`src/design/irq_params.svh`:
```
// Register map, field positions and reset values of the interrupt controller
`ifndef IRQ_PARAMS_SVH
`define IRQ_PARAMS_SVH

// Register addresses
`define ADDR_SOURCE_SEL 8'hF7
`define ADDR_PRIORITY   8'hF9
`define ADDR_REQUEST    8'hFA
`define ADDR_MASK       8'hFB

// Source select register fields
`define SRC_RX_EN_BIT   0
`define SRC_ANALOG_BIT  1
`define SRC_RECOV_BIT   4
`define SRC_BAUD_BIT    5
`define SRC_TX_BIT      7

// Request register fields
`define REQ_EDGE_HI     7
`define REQ_EDGE_LO     6
`define REQ_FLAG_HI     5

// Mask register field
`define MASK_MASTER_BIT 7

// Priority register fields
`define IPR_ORDER_HI    4
`define IPR_ORDER_MID   3
`define IPR_ORDER_LO    0
`define IPR_SWAP_A      5
`define IPR_SWAP_B      2
`define IPR_SWAP_C      1
`define IPR_USED_HI     5

// Request numbers
`define REQ_ID_0        3'h0
`define REQ_ID_1        3'h1
`define REQ_ID_2        3'h2
`define REQ_ID_3        3'h3
`define REQ_ID_4        3'h4
`define REQ_ID_5        3'h5

// Reset values and other constants
`define RST_BYTE        8'h00
`define RST_FLAGS       6'h00
`define RST_EDGE        2'h0
`define RST_PRIO        6'h00
`define RST_ID          3'h0
`define EDGE_BOTH       2'h3
`define ONE_HOT_BASE    6'h01

`endif

```
`src/design/irq_pkg.sv`:
```
// Types shared by the interrupt controller modules
package irq_pkg;
  typedef logic [2:0] irq_id_t;

  typedef enum logic [2:0] {
    ORD_OFF0 = 3'b000,
    ORD_CBA  = 3'b001,
    ORD_ABC  = 3'b010,
    ORD_ACB  = 3'b011,
    ORD_BCA  = 3'b100,
    ORD_CAB  = 3'b101,
    ORD_BAC  = 3'b110,
    ORD_OFF7 = 3'b111
  } group_order_e;

  typedef enum logic [1:0] {
    SRC_PIN3     = 2'b00,
    SRC_TX       = 2'b01,
    SRC_BAUD     = 2'b10,
    SRC_RECOVERY = 2'b11
  } req1_src_e;
endpackage

```
`src/design/irq_controller.sv`:
```
// Six-request prioritised, maskable, vectored interrupt controller
//
// Notes on behaviour
// - Six requests, individual and global enables.
// - Sources: three pins, two timers, low voltage.
// - Pin 2 or receiver drives request zero.
// - Pin 3 shares with transmitter, baud generator.
// - Recovery logic replaces pin 3 when selected.
// - Priority encoder picks among pending requests.
// - Grant clears master enable, core vectors.
// - Flags stay readable while inputs masked.
// - Request two, zero use programmable edges.
// - Request bits 7:6 hold edge select.
// - Six requests form groups A, B, C.
// - Priority bits 4,3,0 order the groups.
// - Priority bits 5,2,1 order within groups.
// - Servicing clears the pending flag.
// - Writing one raises the request.
// - Writing zero clears the request.
// - Request register locked until first enable.
// - Mask bits enable; bit 7 master; reset off.
//
// The plain strobed port was left to the implementer.
`timescale 1ns/1ps
`include "irq_params.svh"
module irq_controller (
  input  wire logic              mclk,
  input  wire logic              rst,
  input  wire logic [7:0]        addr,
  input  wire logic [7:0]        wdata,
  input  wire logic              wr_stb,
  input  wire logic              rd_stb,
  output logic      [7:0]        rdata,
  input  wire logic              port3_pin1,
  input  wire logic              port3_pin2,
  input  wire logic              port3_pin3,
  input  wire logic              uart_rx_event,
  input  wire logic              uart_tx_event,
  input  wire logic              baud_event,
  input  wire logic              timer8_event,
  input  wire logic              timer16_event,
  input  wire logic              low_voltage_event,
  input  wire logic              recovery_event,
  input  wire logic              enable_interrupts_instruction,
  input  wire logic              disable_interrupts,
  input  wire logic              int_ack,
  output logic                   int_req,
  output irq_pkg::irq_id_t       int_vector
);
  import irq_pkg::*;

  // One-hot bit of a request number
  function automatic logic [5:0] onehot(input irq_id_t id);
    return `ONE_HOT_BASE << id;
  endfunction

  // Edge choice: both edges, or rising / falling
  function automatic logic edge_pick(input logic both, input logic rising,
                                     input logic rise, input logic fall);
    return both ? (rise | fall) : (rising ? rise : fall);
  endfunction

  logic [7:0]   source_sel_reg;
  logic [5:0]   priority_reg;
  logic [5:0]   flags_reg;
  logic [5:0]   flags_next;
  logic [1:0]   edge_sel_reg;
  logic [5:0]   mask_reg;
  logic         master_en_reg;
  logic         master_en_next;
  logic         ei_seen_reg;
  logic         pin1_prev_reg;
  logic         pin2_prev_reg;
  logic         pin3_prev_reg;
  logic         grant_valid_reg;
  logic         grant_valid_next;
  irq_id_t      grant_id_reg;
  logic [7:0]   rdata_reg;
  logic [7:0]   rdata_next;

  logic         sel_src;
  logic         sel_prio;
  logic         sel_req;
  logic         sel_mask;
  logic         flag_wr;
  logic         pin1_edge;
  logic         pin2_edge;
  logic         pin3_fall;
  logic         req0_event;
  logic         req1_event;
  req1_src_e    req1_src;
  logic [5:0]   hw_set;
  logic [5:0]   flag_wr_value;
  logic [5:0]   ack_clear;
  logic [5:0]   pending_masked;
  logic         found;
  irq_id_t      winner;
  logic         took_ack;

  // Address decode
  assign sel_src  = (addr == `ADDR_SOURCE_SEL);
  assign sel_prio = (addr == `ADDR_PRIORITY);
  assign sel_req  = (addr == `ADDR_REQUEST);
  assign sel_mask = (addr == `ADDR_MASK);
  // Request register ignores writes until the first enable instruction
  assign flag_wr  = wr_stb && sel_req && ei_seen_reg;

  // Pin edges; pins are synchronous, so one stage of history is enough
  assign pin1_edge = edge_pick(edge_sel_reg == `EDGE_BOTH, edge_sel_reg[1],
                               port3_pin1 & ~pin1_prev_reg,
                               ~port3_pin1 & pin1_prev_reg);
  assign pin2_edge = edge_pick(edge_sel_reg == `EDGE_BOTH, edge_sel_reg[0],
                               port3_pin2 & ~pin2_prev_reg,
                               ~port3_pin2 & pin2_prev_reg);
  assign pin3_fall = ~port3_pin3 & pin3_prev_reg;

  // Request zero: an enabled receiver takes the line away from pin 2
  assign req0_event = source_sel_reg[`SRC_RX_EN_BIT] ? uart_rx_event : pin2_edge;

  // Request one source; recovery logic overrides the serial choices
  assign req1_src =
    (source_sel_reg[`SRC_ANALOG_BIT] || source_sel_reg[`SRC_RECOV_BIT]) ? SRC_RECOVERY :
    source_sel_reg[`SRC_TX_BIT]   ? SRC_TX   :
    source_sel_reg[`SRC_BAUD_BIT] ? SRC_BAUD : SRC_PIN3;
  assign req1_event = (req1_src == SRC_RECOVERY) ? recovery_event :
                      (req1_src == SRC_TX)       ? uart_tx_event :
                      (req1_src == SRC_BAUD)     ? baud_event : pin3_fall;

  // Hardware set vector, independent of the mask so polling sees it
  assign hw_set = {timer16_event, timer8_event, low_voltage_event,
                   pin1_edge, req1_event, req0_event};

  // Flag update: a write replaces, service clears, hardware set wins last
  assign ack_clear     = (int_ack && grant_valid_reg) ? onehot(grant_id_reg) : `RST_FLAGS;
  assign flag_wr_value = wdata[`REQ_FLAG_HI:0] | hw_set;
  assign flags_next    = flag_wr ? flag_wr_value : ((flags_reg & ~ack_clear) | hw_set);
  assign took_ack      = int_ack && grant_valid_reg;

  // Master enable: set by the enable instruction, dropped by a grant
  assign master_en_next =
    (took_ack || disable_interrupts) ? 1'b0 :
    (wr_stb && sel_mask && !wdata[`MASK_MASTER_BIT]) ? 1'b0 :
    enable_interrupts_instruction ? 1'b1 : master_en_reg;

  // Priority resolution on masked flags only; flags stay visible to reads
  assign pending_masked = flags_reg & mask_reg;
  irq_priority_pick u_pick (
    .pending      (pending_masked),
    .priority_sel (priority_reg),
    .found        (found),
    .winner       (winner)
  );
  // Registered grant; a taken acknowledge drops it at once
  assign grant_valid_next = master_en_reg && found && !took_ack;

  // Read mux; unmapped addresses and idle cycles read as zero
  assign rdata_next =
    !rd_stb  ? `RST_BYTE :
    sel_src  ? source_sel_reg :
    sel_prio ? {2'b00, priority_reg} :
    sel_req  ? {edge_sel_reg, flags_reg} :
    sel_mask ? {master_en_reg, 1'b0, mask_reg} : `RST_BYTE;

  // Configuration registers
  always_ff @(posedge mclk) begin
    if (rst) begin
      source_sel_reg <= `RST_BYTE;
      priority_reg   <= `RST_PRIO;
      mask_reg       <= `RST_FLAGS;
      edge_sel_reg   <= `RST_EDGE;
    end else begin
      if (wr_stb && sel_src) begin
        source_sel_reg <= wdata;
      end
      if (wr_stb && sel_prio) begin
        priority_reg <= wdata[`IPR_USED_HI:0];
      end
      if (wr_stb && sel_mask) begin
        mask_reg <= wdata[`REQ_FLAG_HI:0];
      end
      if (flag_wr) begin
        edge_sel_reg <= wdata[`REQ_EDGE_HI:`REQ_EDGE_LO];
      end
    end
  end

  // Flags, enables and pin history
  always_ff @(posedge mclk) begin
    if (rst) begin
      flags_reg     <= `RST_FLAGS;
      master_en_reg <= 1'b0;
      ei_seen_reg   <= 1'b0;
      pin1_prev_reg <= 1'b0;
      pin2_prev_reg <= 1'b0;
      pin3_prev_reg <= 1'b0;
    end else begin
      flags_reg     <= flags_next;
      master_en_reg <= master_en_next;
      ei_seen_reg   <= ei_seen_reg | enable_interrupts_instruction;
      pin1_prev_reg <= port3_pin1;
      pin2_prev_reg <= port3_pin2;
      pin3_prev_reg <= port3_pin3;
    end
  end

  // Grant and read data; the core does the vector fetch and context save
  always_ff @(posedge mclk) begin
    if (rst) begin
      grant_valid_reg <= 1'b0;
      grant_id_reg    <= `RST_ID;
      rdata_reg       <= `RST_BYTE;
    end else begin
      grant_valid_reg <= grant_valid_next;
      grant_id_reg    <= winner;
      rdata_reg       <= rdata_next;
    end
  end

  assign int_req    = grant_valid_reg;
  assign int_vector = grant_id_reg;
  assign rdata      = rdata_reg;
endmodule

```
`src/design/irq_priority_pick.sv`:
```
// Grouped programmable priority encoder for the six requests
`timescale 1ns/1ps
`include "irq_params.svh"
module irq_priority_pick (
  input  wire logic [5:0]     pending,
  input  wire logic [5:0]     priority_sel,
  output logic                found,
  output irq_pkg::irq_id_t    winner
);
  import irq_pkg::*;

  // Pick inside one group; result is {valid, id}
  function automatic logic [3:0] pick_in_group(input logic    first_pend,
                                               input logic    second_pend,
                                               input logic    swap,
                                               input irq_id_t first_id,
                                               input irq_id_t second_id);
    logic [3:0] res;
    res = 4'h0;
    if (!swap && first_pend) begin
      res = {1'b1, first_id};
    end else if (second_pend) begin
      res = {1'b1, second_id};
    end else if (first_pend) begin
      res = {1'b1, first_id};
    end
    return res;
  endfunction

  // First valid of three candidates in the given order
  function automatic logic [3:0] first_of(input logic [3:0] x,
                                          input logic [3:0] y,
                                          input logic [3:0] z);
    logic [3:0] res;
    res = 4'h0;
    if (x[3]) begin
      res = x;
    end else if (y[3]) begin
      res = y;
    end else if (z[3]) begin
      res = z;
    end
    return res;
  endfunction

  logic [3:0]   grp_a;
  logic [3:0]   grp_b;
  logic [3:0]   grp_c;
  group_order_e order;
  logic [3:0]   chosen;

  // Three groups of two: A = 5/3, B = 2/0, C = 1/4
  assign grp_a = pick_in_group(pending[`REQ_ID_5], pending[`REQ_ID_3],
                               priority_sel[`IPR_SWAP_A], `REQ_ID_5, `REQ_ID_3);
  assign grp_b = pick_in_group(pending[`REQ_ID_2], pending[`REQ_ID_0],
                               priority_sel[`IPR_SWAP_B], `REQ_ID_2, `REQ_ID_0);
  assign grp_c = pick_in_group(pending[`REQ_ID_1], pending[`REQ_ID_4],
                               priority_sel[`IPR_SWAP_C], `REQ_ID_1, `REQ_ID_4);
  assign order = group_order_e'({priority_sel[`IPR_ORDER_HI], priority_sel[`IPR_ORDER_MID],
                                 priority_sel[`IPR_ORDER_LO]});

  // Group ordering; the two reserved codes grant nothing
  assign chosen = (order == ORD_CBA) ? first_of(grp_c, grp_b, grp_a) :
                  (order == ORD_ABC) ? first_of(grp_a, grp_b, grp_c) :
                  (order == ORD_ACB) ? first_of(grp_a, grp_c, grp_b) :
                  (order == ORD_BCA) ? first_of(grp_b, grp_c, grp_a) :
                  (order == ORD_CAB) ? first_of(grp_c, grp_a, grp_b) :
                  (order == ORD_BAC) ? first_of(grp_b, grp_a, grp_c) : 4'h0;
  assign found  = chosen[3];
  assign winner = chosen[2:0];
endmodule

```
`config.mk`:
```
export PLATFORM = sky130hd
export DESIGN_NAME = irq_controller
export DESIGN_NICKNAME = d
export VERILOG_FILES = /design/src/design/irq_pkg.sv /design/src/design/irq_controller.sv /design/src/design/irq_priority_pick.sv
export VERILOG_INCLUDE_DIRS = /design/src /design/src/design
export SDC_FILE = /design/constraint.sdc
export NUM_CORES = 1
export LEC_CHECK = 0
export ABC_AREA = 0
export BUFFER_PORTS_ARGS = -buffer_cell sky130_fd_sc_hd__buf_2
export CORE_ASPECT_RATIO = 1.5
export CORE_MARGIN = 2
export CORE_UTILIZATION = 35
export DETAILED_ROUTE_END_ITERATION = 10
export PLACE_DENSITY_LB_ADDON = 0.15
export REMOVE_ABC_BUFFERS = 1
export SYNTH_ARGS = -nofsm -noshare
export SYNTH_HDL_FRONTEND = slang
export SYNTH_SLANG_ARGS = --single-unit
```
`constraint.sdc`:
```
create_clock -name mclk -period 2.49 [get_ports mclk]
set_input_delay 0.249 -clock mclk [delete_from_list [all_inputs] [get_ports mclk]]
set_output_delay 0.249 -clock mclk [all_outputs]
set_load 0.02 [all_outputs]
```
After elaboration in Yosys (flattened, before gate mapping)
Index checks and enable logic that the tools add are counted.
- equal/unequal tests: 14
- shift-type cells: 1
- mux-type cells: 47
- bitwise logic cells: 19
- reduce and logical (&&, ||, !) cells: 21
- operator list (kind ; count):
    $mux 4 ; 30
    $eq 8x8->1 const B ; 4
    $mux 8 ; 4
    $and 6x6->6 ; 2
    $logic_and 1x1->1 ; 12
    $mux 6 ; 2
    $or 6x6->6 ; 2
    $eq 3x3->1 const B ; 3
    $mux 1 ; 8
    $eq 2x2->1 const B ; 3
    $eq 3x2->1 const B ; 2
    $mux 2 ; 3
    $not 1->1 ; 6
    $not 6->6 ; 1
    $shl 1x3->6 const A ; 1
    $and 1x1->1 ; 5
    $logic_not 1->1 ; 5
    $eq 3x1->1 const B ; 1
    $or 1x1->1 ; 3
    $reduce_or 3->1 ; 1
    $eq 2x1->1 const B ; 1
    $logic_or 1x1->1 ; 2
    $reduce_or 2->1 ; 1
- bits in registers: 45
- input bits: 33
- output and inout bits: 12
- word-level logic and storage cells: 115

Longest topological paths before layout
Gate-level depths: netlist of the first run.
- depth after elaboration: 15
- mapped depth: 7
- gate-level depth less buffers: 7

Modules after synthesis
A second synthesis of the first run with hierarchy kept.
- cells, all modules: 276
- area total of the unflattened synthesis: 2446.1 um^2
- modules (own cells, without submodules) (module ; instances ; cells an instance ; area each (um^2) ; seq. area each (um^2)):
    irq_controller ; 1 ; 218 ; 2079.5 ; 900.9
    irq_priority_pick ; 1 ; 58 ; 366.6 ; 0.0

Worst setup path before layout of the first run
Ideal clock, no wire load.
- kind: input port to flip-flop
- start point: input addr[6]
- end point: register mask_reg[0]
- arrival: 1.348 ns
- required time: 2.362 ns
- setup slack: 1.015 ns
- stages: 7
- cells stage by stage: nand4_2 nor4bb_1 buf_2 and3_1 buf_4 mux2i_1 nor2_1
- longest elaborated chain between the ends: 2
- ends and longest elaborated chain (element ; RTL line ; source):
    from (decl) ; irq_controller.sv:29 ; input wire logic [7:0] addr,
    $eq 8x8->1 (no source line) ; -- ;
    $logic_and 1x1->1 ; irq_controller.sv:178 ; if (wr_stb && sel_mask) begin
    to (signal assigned) ; irq_controller.sv:169 ; mask_reg <= `RST_FLAGS;
    to (signal assigned) ; irq_controller.sv:179 ; mask_reg <= wdata[`REQ_FLAG_HI:0];
    to (decl) ; irq_controller.sv:68 ; logic [5:0] mask_reg;
Every way passes these cells.
A chain may end at the register's enable or synchronous reset.

Worst setup path in the final report of the first run
- start point: register flags_reg[3]
- end point: register grant_id_reg[1] (netlist: int_vector[1])
- longest elaborated chain between the ends: 11
- ends and longest elaborated chain (element ; RTL line ; source):
    from (decl) ; irq_controller.sv:65 ; logic [5:0] flags_reg;
    from (signal assigned) ; irq_controller.sv:190 ; flags_reg <= `RST_FLAGS;
    from (signal assigned) ; irq_controller.sv:197 ; flags_reg <= flags_next;
    $and 6x6->6 * ; irq_controller.sv:146 ; assign pending_masked = flags_reg & mask_reg;
    $mux 4 * ; irq_priority_pick.sv:22 ; end else if (second_pend) begin
    $mux 4 * ; irq_priority_pick.sv:20 ; if (!swap && first_pend) begin
    $mux 4 ; irq_priority_pick.sv:38 ; end else if (y[3]) begin
    $mux 4 ; irq_priority_pick.sv:36 ; if (x[3]) begin
    $mux 4 ; irq_priority_pick.sv:68 ; (order == ORD_BAC) ? first_of(grp_b, grp_a, grp_c) : 4'h0;
    $mux 4 ; irq_priority_pick.sv:67 ; (order == ORD_CAB) ? first_of(grp_c, grp_a, grp_b) :
    $mux 4 ; irq_priority_pick.sv:66 ; (order == ORD_BCA) ? first_of(grp_b, grp_c, grp_a) :
    $mux 4 ; irq_priority_pick.sv:65 ; (order == ORD_ACB) ? first_of(grp_a, grp_c, grp_b) :
    $mux 4 ; irq_priority_pick.sv:64 ; (order == ORD_ABC) ? first_of(grp_a, grp_b, grp_c) :
    $mux 4 * ; irq_priority_pick.sv:63 ; assign chosen = (order == ORD_CBA) ? first_of(grp_c, grp_b, grp_a) :
    to (signal assigned) ; irq_controller.sv:210 ; grant_id_reg <= `RST_ID;
    to (signal assigned) ; irq_controller.sv:214 ; grant_id_reg <= winner;
    to (decl) ; irq_controller.sv:77 ; irq_id_t grant_id_reg;
Every way passes the cells marked *; elsewhere a longest branch is shown, timed or not.

==> run metrics, run 1 <==
Slew @ Worst Pin=0.525 ns; FILL cells=700; Slew HR=64.7%; clk slew on worst S/H paths=0.08 ns; initial antenna violation count=0; post-synthesis sequential area ratio=38.6%; total negative slack=0 ns; vias in the first global route=2,127; largest net degree at the start of global routing=28; min Tclk post-route=1.78 ns; Die Height=104 um; Post-CTS Setup Inserts=0; initial DRC count=186; Tcrit/Tclk final=71.6%; Post-synth ARST share=0%; MaxCap Viol Count=0; Peak Freq=561 MHz; Final Hold Vio Count=0; VDD IR max=331 uV; area delta synth->final=15.9%; Core Rows=36; Pwr Total=1.33 mW; met2 wire length=3710 um; Synth area leader=dfxtp_1; worst setup margin=0.706 ns; Initial Util=36.0%; Hold-fix buffers, CTS=0; mapped cell area=2330 um2; routed via count=2,268; root buffer cell=clkbuf_8; ant diodes=0; Pwr Density=494 nW/um2; EDFF count, synth=0; Die X=70.7 um; syn_area_per_cell=8.24 um2; pre-CTS setup slack=0.592 ns; critical path capture point type=flop; DR top layer=met4; PortBufs=44; Pins Over Slew Limit=0; WHS=0.114 ns; DR WL/cell=17.3 um; critical path class=flop to flop; Worst Path Required=2.69 ns; fin util=41.7%; Pre-Repair DR Iteration Count=5; count leader, synth=dfxtp_1; Syn Inst Count=283; Leakage=1.01 nW; total wire length=6920 um; clock latency on the worst-skew pair=0.29 ns; Synth top area share=38.6%; global-route wire length before repair=11,100 um; crit path launch type=flop; layout cell share with drive strength beyond 1=21.1%; Synth cell types=47; die area=7350 um2; flop and latch count out of synthesis=45; run status=completed; DR DRC count=0; CORE AREA=6490 um2; most common library cells after synthesis=45 x dfxtp_1, 38 x nand2_1, 27 x nor2_1, 26 x a21oi_1, 20 x nand3_1; Area contributors post-synth=dfxtp_1 39%, nand2_1 6.1%, a21oi_1 5.6%, nor2_1 4.3%, nand3_1 4.3%; CTS tree=built; post-CTS sizing=0; CTS Sinks=45; CTS Buf Count=5; RSZ-0062 raised after global routing=no; Max H-tree Level=2; CTS max path bufs=2; crit-path max FO=7; setup violators final=0; Primary FF master, synth=dfxtp_1; skew final=0.00438 ns; GRT overflow=0; DP HPWL=5220 um; Critical Path AT=1.98 ns; global-route usage over all layers=18.9%; synth warn=0; hold crit path type=primary input to flop; metal3 WL=250 um; GPL Wtd Cong=0.876; nets@finish=359; io pins=45; antenna viol nets, final=0; Met1 Wirelength=2760 um; Vias/cell=5.68
metal layers:
metal / up-vias / global-route usage (%)
li1: 1112 / -
met5: - / 0
met1: 1070 / 22.1
met2: 72 / 33.8
met3: 14 / 2.71
met4: 0 / 7.55
worst paths after layout:
kind | from | to | slack [ns] | cells past startpoint
setup / recovery | flags_reg[3] | int_vector[1] | 0.71 | 5
hold / removal | disable_interrupts | master_en_reg | 0.11 | 2
setup reg to reg | flags_reg[3] | int_vector[1] | 0.71 | 5
hold reg to reg | source_sel_reg[3] | source_sel_reg[3] | 0.46 | 2
critical path, stage by stage, from the launching register on:
cell,delay [ns]
dfxtp_1,0.44
and2_1,0.31
o211ai_2,0.19
a2111oi_4,0.40
a31oi_1,0.08
a211oi_1,0.27
kinds of logic after synthesis:
logic type	count (synthesis)	synth area share, %
DFF	45	38.6
and+or+nand+nor	110	23.2
adders and majority gates	4	2.15
muxes	15	6.81
AOI/OAI and AO/OA	80	23.9
buffers and inverters	29	5.31
metrics by stage:
step / cells / area (um2)
2_1_floorplan: 267 / 2260
3_3_place_gp: 391 / 2600
3_5_place_dp: 391 / 2600
4_1_cts: 399 / 2700
5_1_grt: 399 / 2700
6_report: 399 / 2700
cells in the final DEF (no fill, tap or decap), drive strengths merged, types with 7 or more instances in the layout:
| cell type | instances |
|---|---|
| buf | 48 |
| dfxtp | 45 |
| nand2 | 38 |
| nor2 | 27 |
| a21oi | 26 |
| nand3 | 20 |
| inv | 13 |
| o211ai | 10 |
| mux2i | 8 |
| a31oi | 8 |
| mux2 | 7 |
| clkbuf | 7 |
| o21ai | 7 |
report_power, final:
part,leakage (nW),internal (mW),switching [mW]
Combinational,0.591,0.0417,0.0566
Clock,0.0542,0.251,0.242
Sequential,0.365,0.730,0.0134
layout make-up:
type | instances | area (um2) | share of cell area [%]
well taps | 76 | 95.1 | 3.52
inverters | 13 | 48.8 | 1.80
flip-flops and latches | 45 | 901 | 33.3
repair buffers | 48 | 250 | 9.25
clock buffers | 7 | 96.3 | 3.56
clock inverters | 1 | 5.00 | 0.185
multi-input cells | 209 | 1310 | 48.4
Note: power is estimated with default switching activity, not from simulation.
==> run 2: changes to the inputs <==
- ABC_AREA: 0 -> 1
- clock period: 2.49 -> 1.75 ns (I/O delays scaled with it)
==> run metrics, run 2 <==
run status=completed (unchanged); flop and latch count out of synthesis=45 (unchanged); nets@finish=430 (was 359); total wire length=6900 um (was 6920 um); FF-to-FF Start=flags_reg[3] (unchanged); critical path class=flop to flop (unchanged); Vias/cell=5.05 (was 5.68); pre-CTS setup slack=0.303 ns (was 0.592 ns); Primary FF master, synth=dfxtp_1 (unchanged); Die X=71.1 um (was 70.7 um); setup violators final=0 (unchanged); EDFF count, synth=0 (unchanged); area delta synth->final=16.7% (was 15.9%); layout cell share with drive strength beyond 1=19.8% (was 21.1%); worst r2r dst=int_vector[2] (was int_vector[1]); largest family of logic cells by synthesized area=simple AND/OR/NAND/NOR gates (was compound AO/OA/AOI/OAI gates); Reg2Reg Setup Slack=0.29 ns (was 0.71 ns); syn_area_per_cell=6.85 um2 (was 8.24 um2); Hold Startpoint=port3_pin3 (was disable_interrupts); Leakage=1.26 nW (was 1.01 nW); critical path capture point type=flop (unchanged); global-route wire length before repair=11,200 um (was 11,100 um); crit path launch type=flop (unchanged); count leader, synth=nand2_1 (was dfxtp_1); initial DRC count=113 (was 186); worst setup margin=0.292 ns (was 0.706 ns); Sw Ratio=25.7% (was 23.4%); largest net degree at the start of global routing=20 (was 28); Area contributors post-synth=dfxtp_1 38%, nand2_1 13%, nand3_1 7.2%, inv_1 7.2%, a21oi_1 5.7% (was dfxtp_1 39%, nand2_1 6.1%, a21oi_1 5.6%, nor2_1 4.3%, nand3_1 4.3%); clk slew on worst S/H paths=0.09 ns (was 0.08 ns); GRT overflow=0 (unchanged); Hold-fix buffers, CTS=0 (unchanged); Synth cell types=33 (was 47); Flop pwr share=57.1% (was 55.7%); Psw=0.474 mW (was 0.312 mW); Critical Path AT=1.67 ns (was 1.98 ns); Core Rows=36 (unchanged); commonest non-fill, non-tap cell in the layout=nand2_1 (was dfxtp_1); vias in the first global route=2,268 (was 2,127); Syn Inst Count=345 (was 283); combinational cell fraction of total power=7.7% (was 7.4%); ant diodes=0 (unchanged); Clk pwr share=35.2% (was 36.9%); PortBufs=44 (unchanged); clock latency on the worst-skew pair=0.31 ns (was 0.29 ns); Synth top area share=38.1% (was 38.6%); Pre-Repair DR Iteration Count=6 (was 5); Pwr Total=1.85 mW (was 1.33 mW); synth warn=0 (unchanged); initial antenna violation count=0 (unchanged); routed via count=2,372 (was 2,268); post-synthesis adder-cell area fraction=2.12% (was 2.15%); min Tclk post-route=1.46 ns (was 1.78 ns); Final Hold Vio Count=0 (unchanged); Slew HR=67.9% (was 64.7%); Worst Path Required=1.96 ns (was 2.69 ns); CTS Buf Count=5 (unchanged); VDD IR max=328 uV (was 331 uV); post-CTS sizing=0 (unchanged); global-route usage over all layers=19.3% (was 18.9%); Slew @ Worst Pin=0.478 ns (was 0.525 ns); Initial Util=36.2% (was 36.0%); MaxCap Viol Count=0 (unchanged); portion of netlist area occupied by mux cells=0% (was 6.81%); CTS max path bufs=2 (unchanged); Peak Freq=686 MHz (was 561 MHz); crit-path max FO=4 (was 7); most frequent cells in the layout=83 x nand2_1, 45 x inv_1, 45 x dfxtp_1 (was 45 x dfxtp_1, 44 x buf_2, 38 x nand2_1); R2R depth=7 (was 5); CTS Sinks=45 (unchanged); CORE AREA=6530 um2 (was 6490 um2); hold crit path type=primary input to flop (unchanged); Synth area leader=dfxtp_1 (unchanged); post-synthesis compound-gate area fraction=16.5% (was 23.9%); xor-xnor portion of the synthesized cell area=0% (unchanged); DR DRC count=0 (unchanged); io pins=45 (unchanged); GPL Wtd Cong=0.922 (was 0.876); fin util=42.2% (was 41.7%); Pwr Density=669 nW/um2 (was 494 nW/um2); Tcrit/Tclk final=83.3% (was 71.6%); Max H-tree Level=2 (unchanged); die area=7440 um2 (was 7350 um2); antenna viol nets, final=0 (unchanged); worst hold endpoint=pin3_prev_reg (was master_en_reg); RSZ-0062 raised after global routing=no (unchanged); mapped cell area=2360 um2 (was 2330 um2); Die Height=105 um (was 104 um); Post-synth ARST share=0% (unchanged); total negative slack=0 ns (unchanged); Synth Area in Simple Gates=33.8% (was 23.2%); internal power=1.37 mW (was 1.02 mW); hold path depth=3 (was 2); Post-CTS Setup Inserts=0 (unchanged); DP HPWL=5460 um (was 5220 um); DR WL/cell=14.7 um (was 17.3 um); CTS tree=built (unchanged); most common library cells after synthesis=83 x nand2_1, 45 x dfxtp_1, 45 x inv_1, 34 x nand3_1, 29 x nor2_1 (was 45 x dfxtp_1, 38 x nand2_1, 27 x nor2_1, 26 x a21oi_1, 20 x nand3_1); root buffer cell=clkbuf_8 (unchanged); skew final=0.0128 ns (was 0.00438 ns); post-synthesis sequential area ratio=38.1% (was 38.6%); Pins Over Slew Limit=0 (unchanged)
[run 2: changes by cell type in the layout (fill, tap and decap cells not counted), sizes merged, moves of 5 or more]
cell and delta:
a22o -5, a31oi -7, inv +35, mux2 -7, mux2i -8, nand2 +53
nand3 +16, nor2 +7, o211ai -10, o21ai +18
[run 2: power by group through the flow]
stage	combinational [mW]	clock, mW	sequential (mW)
6_report	0.143	0.649	1.05
5_1_grt	0.162	0.716	1.06
4_1_cts	0.144	0.667	1.05
3_5_place_dp	0.143	0	1.08
3_3_place_gp	0.143	0	1.08
2_1_floorplan	0.0609	0	1.07
[run 2: layout make-up]
cell class              instances  area (um2)
inverters                      49         185
multi-input cells             244        1240
flip-flops and latches         45         901
repair buffers                 48         250
well taps                      76        95.1
clock inverters                 3        17.5
clock buffers                   5        68.8
fillers                       693        3770
[run 2: kinds of logic (layout without fill, tap and decap cells)]
| kind of cell | Yosys count | after routing |
|---|---|---|
| simple gates | 172 | 172 |
| buf+inv | 56 | 105 |
| flops | 45 | 45 |
| compound gates | 68 | 68 |
| fa+ha+maj | 4 | 4 |
[run 2: critical path: stages (launching register included)]
cell     delay [ns]
dfxtp_1        0.36
nand2_1        0.12
o21ai_1        0.32
inv_1          0.13
nor2_1         0.18
o21ai_0        0.11
nor2_1         0.10
nor2_1         0.05
[run 2: worst max-delay path by stage]
stage,endpoint,from,depth (start not counted)
floorplan,int_vector[2],flags_reg[3],7
global placement,flags_reg[4],addr[5],10
detailed placement,flags_reg[4],addr[5],10
CTS,int_vector[1],flags_reg[5],9
global route,int_vector[0],priority_reg[0],6
finish,int_vector[2],flags_reg[3],7
[run 2: per-stage QoR]
step,instance area [um2],cells,hold WS (ns)
2_1_floorplan,2320,338,0.244
3_3_place_gp,2670,462,0.398
3_5_place_dp,2670,462,0.403
4_1_cts,2760,470,0.0732
5_1_grt,2760,470,0.0827
6_report,2760,470,0.0781
[run 2: metal layers]
layer	share of wire [%]	GRT usage (%)	routed length [um]	up-vias
met2	53	34.8	3660	74
met3	3.9	2.70	271	11
li1	-	-	-	1227
met5	0	0	0	-
met4	1.3	5.80	89	0
met1	42	23.2	2890	1060
==> run 3: changes to the inputs <==
- clock period: 1.75 -> 1.2 ns (I/O delays scaled with it)
==> run metrics, run 3 (synthesis results as in run 2) <==
setup violators final=1 (was 0); Max H-tree Level=2 (unchanged); run status=complete, but fails checks (was completed); nets@finish=482 (was 430); critical path class=flop to flop (unchanged); skew final=0.00516 ns (was 0.0128 ns); hold crit path type=primary input to flop (unchanged); WP buf/inv=1 (unchanged); CORE AREA=6530 um2 (unchanged); worst setup margin=-0.0352 ns (was 0.292 ns); vias in the first global route=2,539 (was 2,268); Worst Path Required=1.40 ns (was 1.96 ns); commonest non-fill, non-tap cell in the layout=nand2_1 (unchanged); Critical Path AT=1.43 ns (was 1.67 ns); crit path launch type=flop (unchanged); most frequent cells in the layout=73 x nand2_1, 55 x buf_4, 44 x buf_2 (was 83 x nand2_1, 45 x inv_1, 45 x dfxtp_1); footprint of the multi-input gates=1320 um2 (was 1240 um2); GRT overflow=0 (unchanged); clk slew on worst S/H paths=0.08 ns (was 0.09 ns); CP dominant cell by count=nor2_1 (unchanged); VDD IR max=593 uV (was 328 uV); Vias/cell=4.99 (was 5.05); crit-path max FO=4 (unchanged); clock latency on the worst-skew pair=0.29 ns (was 0.31 ns); CTS tree=built (unchanged); die area=7440 um2 (unchanged); Die Height=105 um (unchanged); root buffer cell=clkbuf_8 (unchanged); total negative slack=-0.0352 ns (was 0 ns); Pins Over Slew Limit=0 (unchanged); area taken by flip-flops and latches=922 um2 (was 901 um2); total wire length=7400 um (was 6900 um); min Tclk post-route=1.24 ns (was 1.46 ns); Slew @ Worst Pin=0.245 ns (was 0.478 ns); Slew HR=83.7% (was 67.9%); routed via count=2,596 (was 2,372); DR WL/cell=14.2 um (was 14.7 um); global-route usage over all layers=20.0% (was 19.3%); largest net degree at the start of global routing=20 (unchanged); FILL cells=690 (was 693); PortBufs=44 (unchanged); critical path, cell by cell=nand2_2 -> o21ai_2 -> inv_1 -> nor2_1 -> o21bai_1 -> nor2_1 -> nor2_1 (was nand2_1 -> o21ai_1 -> inv_1 -> nor2_1 -> o21ai_0 -> nor2_1 -> nor2_1); layout cell share with drive strength beyond 1=37.8% (was 19.8%); ant diodes=0 (unchanged); DP HPWL=5770 um (was 5460 um); CP max stage delay=0.35 ns (was 0.36 ns); Peak Freq=810 MHz (was 686 MHz); antenna viol nets, final=0 (unchanged); CTS max path bufs=2 (unchanged); Core Rows=36 (unchanged); area delta synth->final=37.6% (was 16.7%); initial antenna violation count=0 (unchanged); Initial Util=36.2% (unchanged); initial DRC count=130 (was 113); delay-heaviest family, CP=simple AND/OR/NAND/NOR gates (unchanged); RSZ-0062 raised after global routing=yes (was no); CTS Sinks=45 (unchanged); io pins=45 (unchanged); Pre-Repair DR Iteration Count=4 (was 6); Final Hold Vio Count=0 (unchanged); Pwr Density=824 nW/um2 (was 669 nW/um2); GPL Wtd Cong=0.915 (was 0.922); Tcrit/Tclk final=103% (was 83.3%); Area after DPL=3030 um2 (was 2670 um2); Die X=71.1 um (unchanged); DR DRC count=0 (unchanged); design area=3250 um2 (was 2760 um2); failing checks=setup timing; MaxCap Viol Count=0 (unchanged); global-route wire length before repair=11,800 um (was 11,200 um); Leakage=1.54 nW (was 1.26 nW); critical path capture point type=flop (unchanged); CTS Buf Count=5 (unchanged); CP max stage cell=dfxtp_1 (unchanged); Hold-fix buffers, CTS=0 (unchanged)
run 3: metal layers:
metal	global-route usage [%]	share of wire (%)	vias to the layer above	routed length, um
met5	0	0	-	0
met2	37.4	55	62	4040
met4	7.14	1.4	0	102
li1	-	-	1327	-
met1	22.5	41	1195	3010
met3	2.80	3.4	12	250
run 3: area by class of cell:
cell class                 count  share of cell area [%]
multi-input combinational    244                    40.5
clock inverter                 1                   0.154
timing repair buffer         100                    20.1
sequential                    45                    28.4
tap                           76                    2.93
inverter                      49                    5.85
clock buffer                   5                    2.12
run 3: final timing paths:
kind | start | to | slack, ns | cells past startpoint
setup / recovery | mask_reg[3] | int_vector[2] | -0.04 | 7
hold / removal | port3_pin3 | pin3_prev_reg | 0.05 | 3
setup reg to reg | mask_reg[3] | int_vector[2] | -0.04 | 7
hold reg to reg | source_sel_reg[3] | source_sel_reg[3] | 0.47 | 2
run 3: worst register-to-register path: stages, from the launching register on:
cell	delay [ns]
dfxtp_1	0.35
nand2_2	0.09
o21ai_2	0.21
inv_1	0.10
nor2_1	0.15
o21bai_1	0.10
nor2_1	0.11
nor2_1	0.04
run 3: report_power, final:
part | internal, mW | switching (mW)
clock | 0.384 | 0.505
sequential | 1.51 | 0.0148
combinational | 0.116 | 0.144
run 3: what timing repair did:
action                                  in CTS  in global routing
pin swaps                                    4                  7
endpoints found under the setup margin       4                  9
resized for setup                           26                 23
setup buffers                                2                  4
run 3: stage by stage:
stage / utilization, % / setup WS [ns] / total power, mW / hold slack (ns) / instances
4_1_cts: 48.5 / 0.000362 / 2.70 / 0.0372 / 516
3_5_place_dp: 46.4 / -0.150 / 1.82 / 0.353 / 508
6_report: 49.8 / -0.0352 / 2.68 / 0.0456 / 520
2_1_floorplan: - / 0.0421 / 1.65 / 0.189 / 338
3_3_place_gp: 46.4 / -0.140 / 1.82 / 0.338 / 508
5_1_grt: 49.8 / -0.126 / 2.79 / 0.0494 / 520
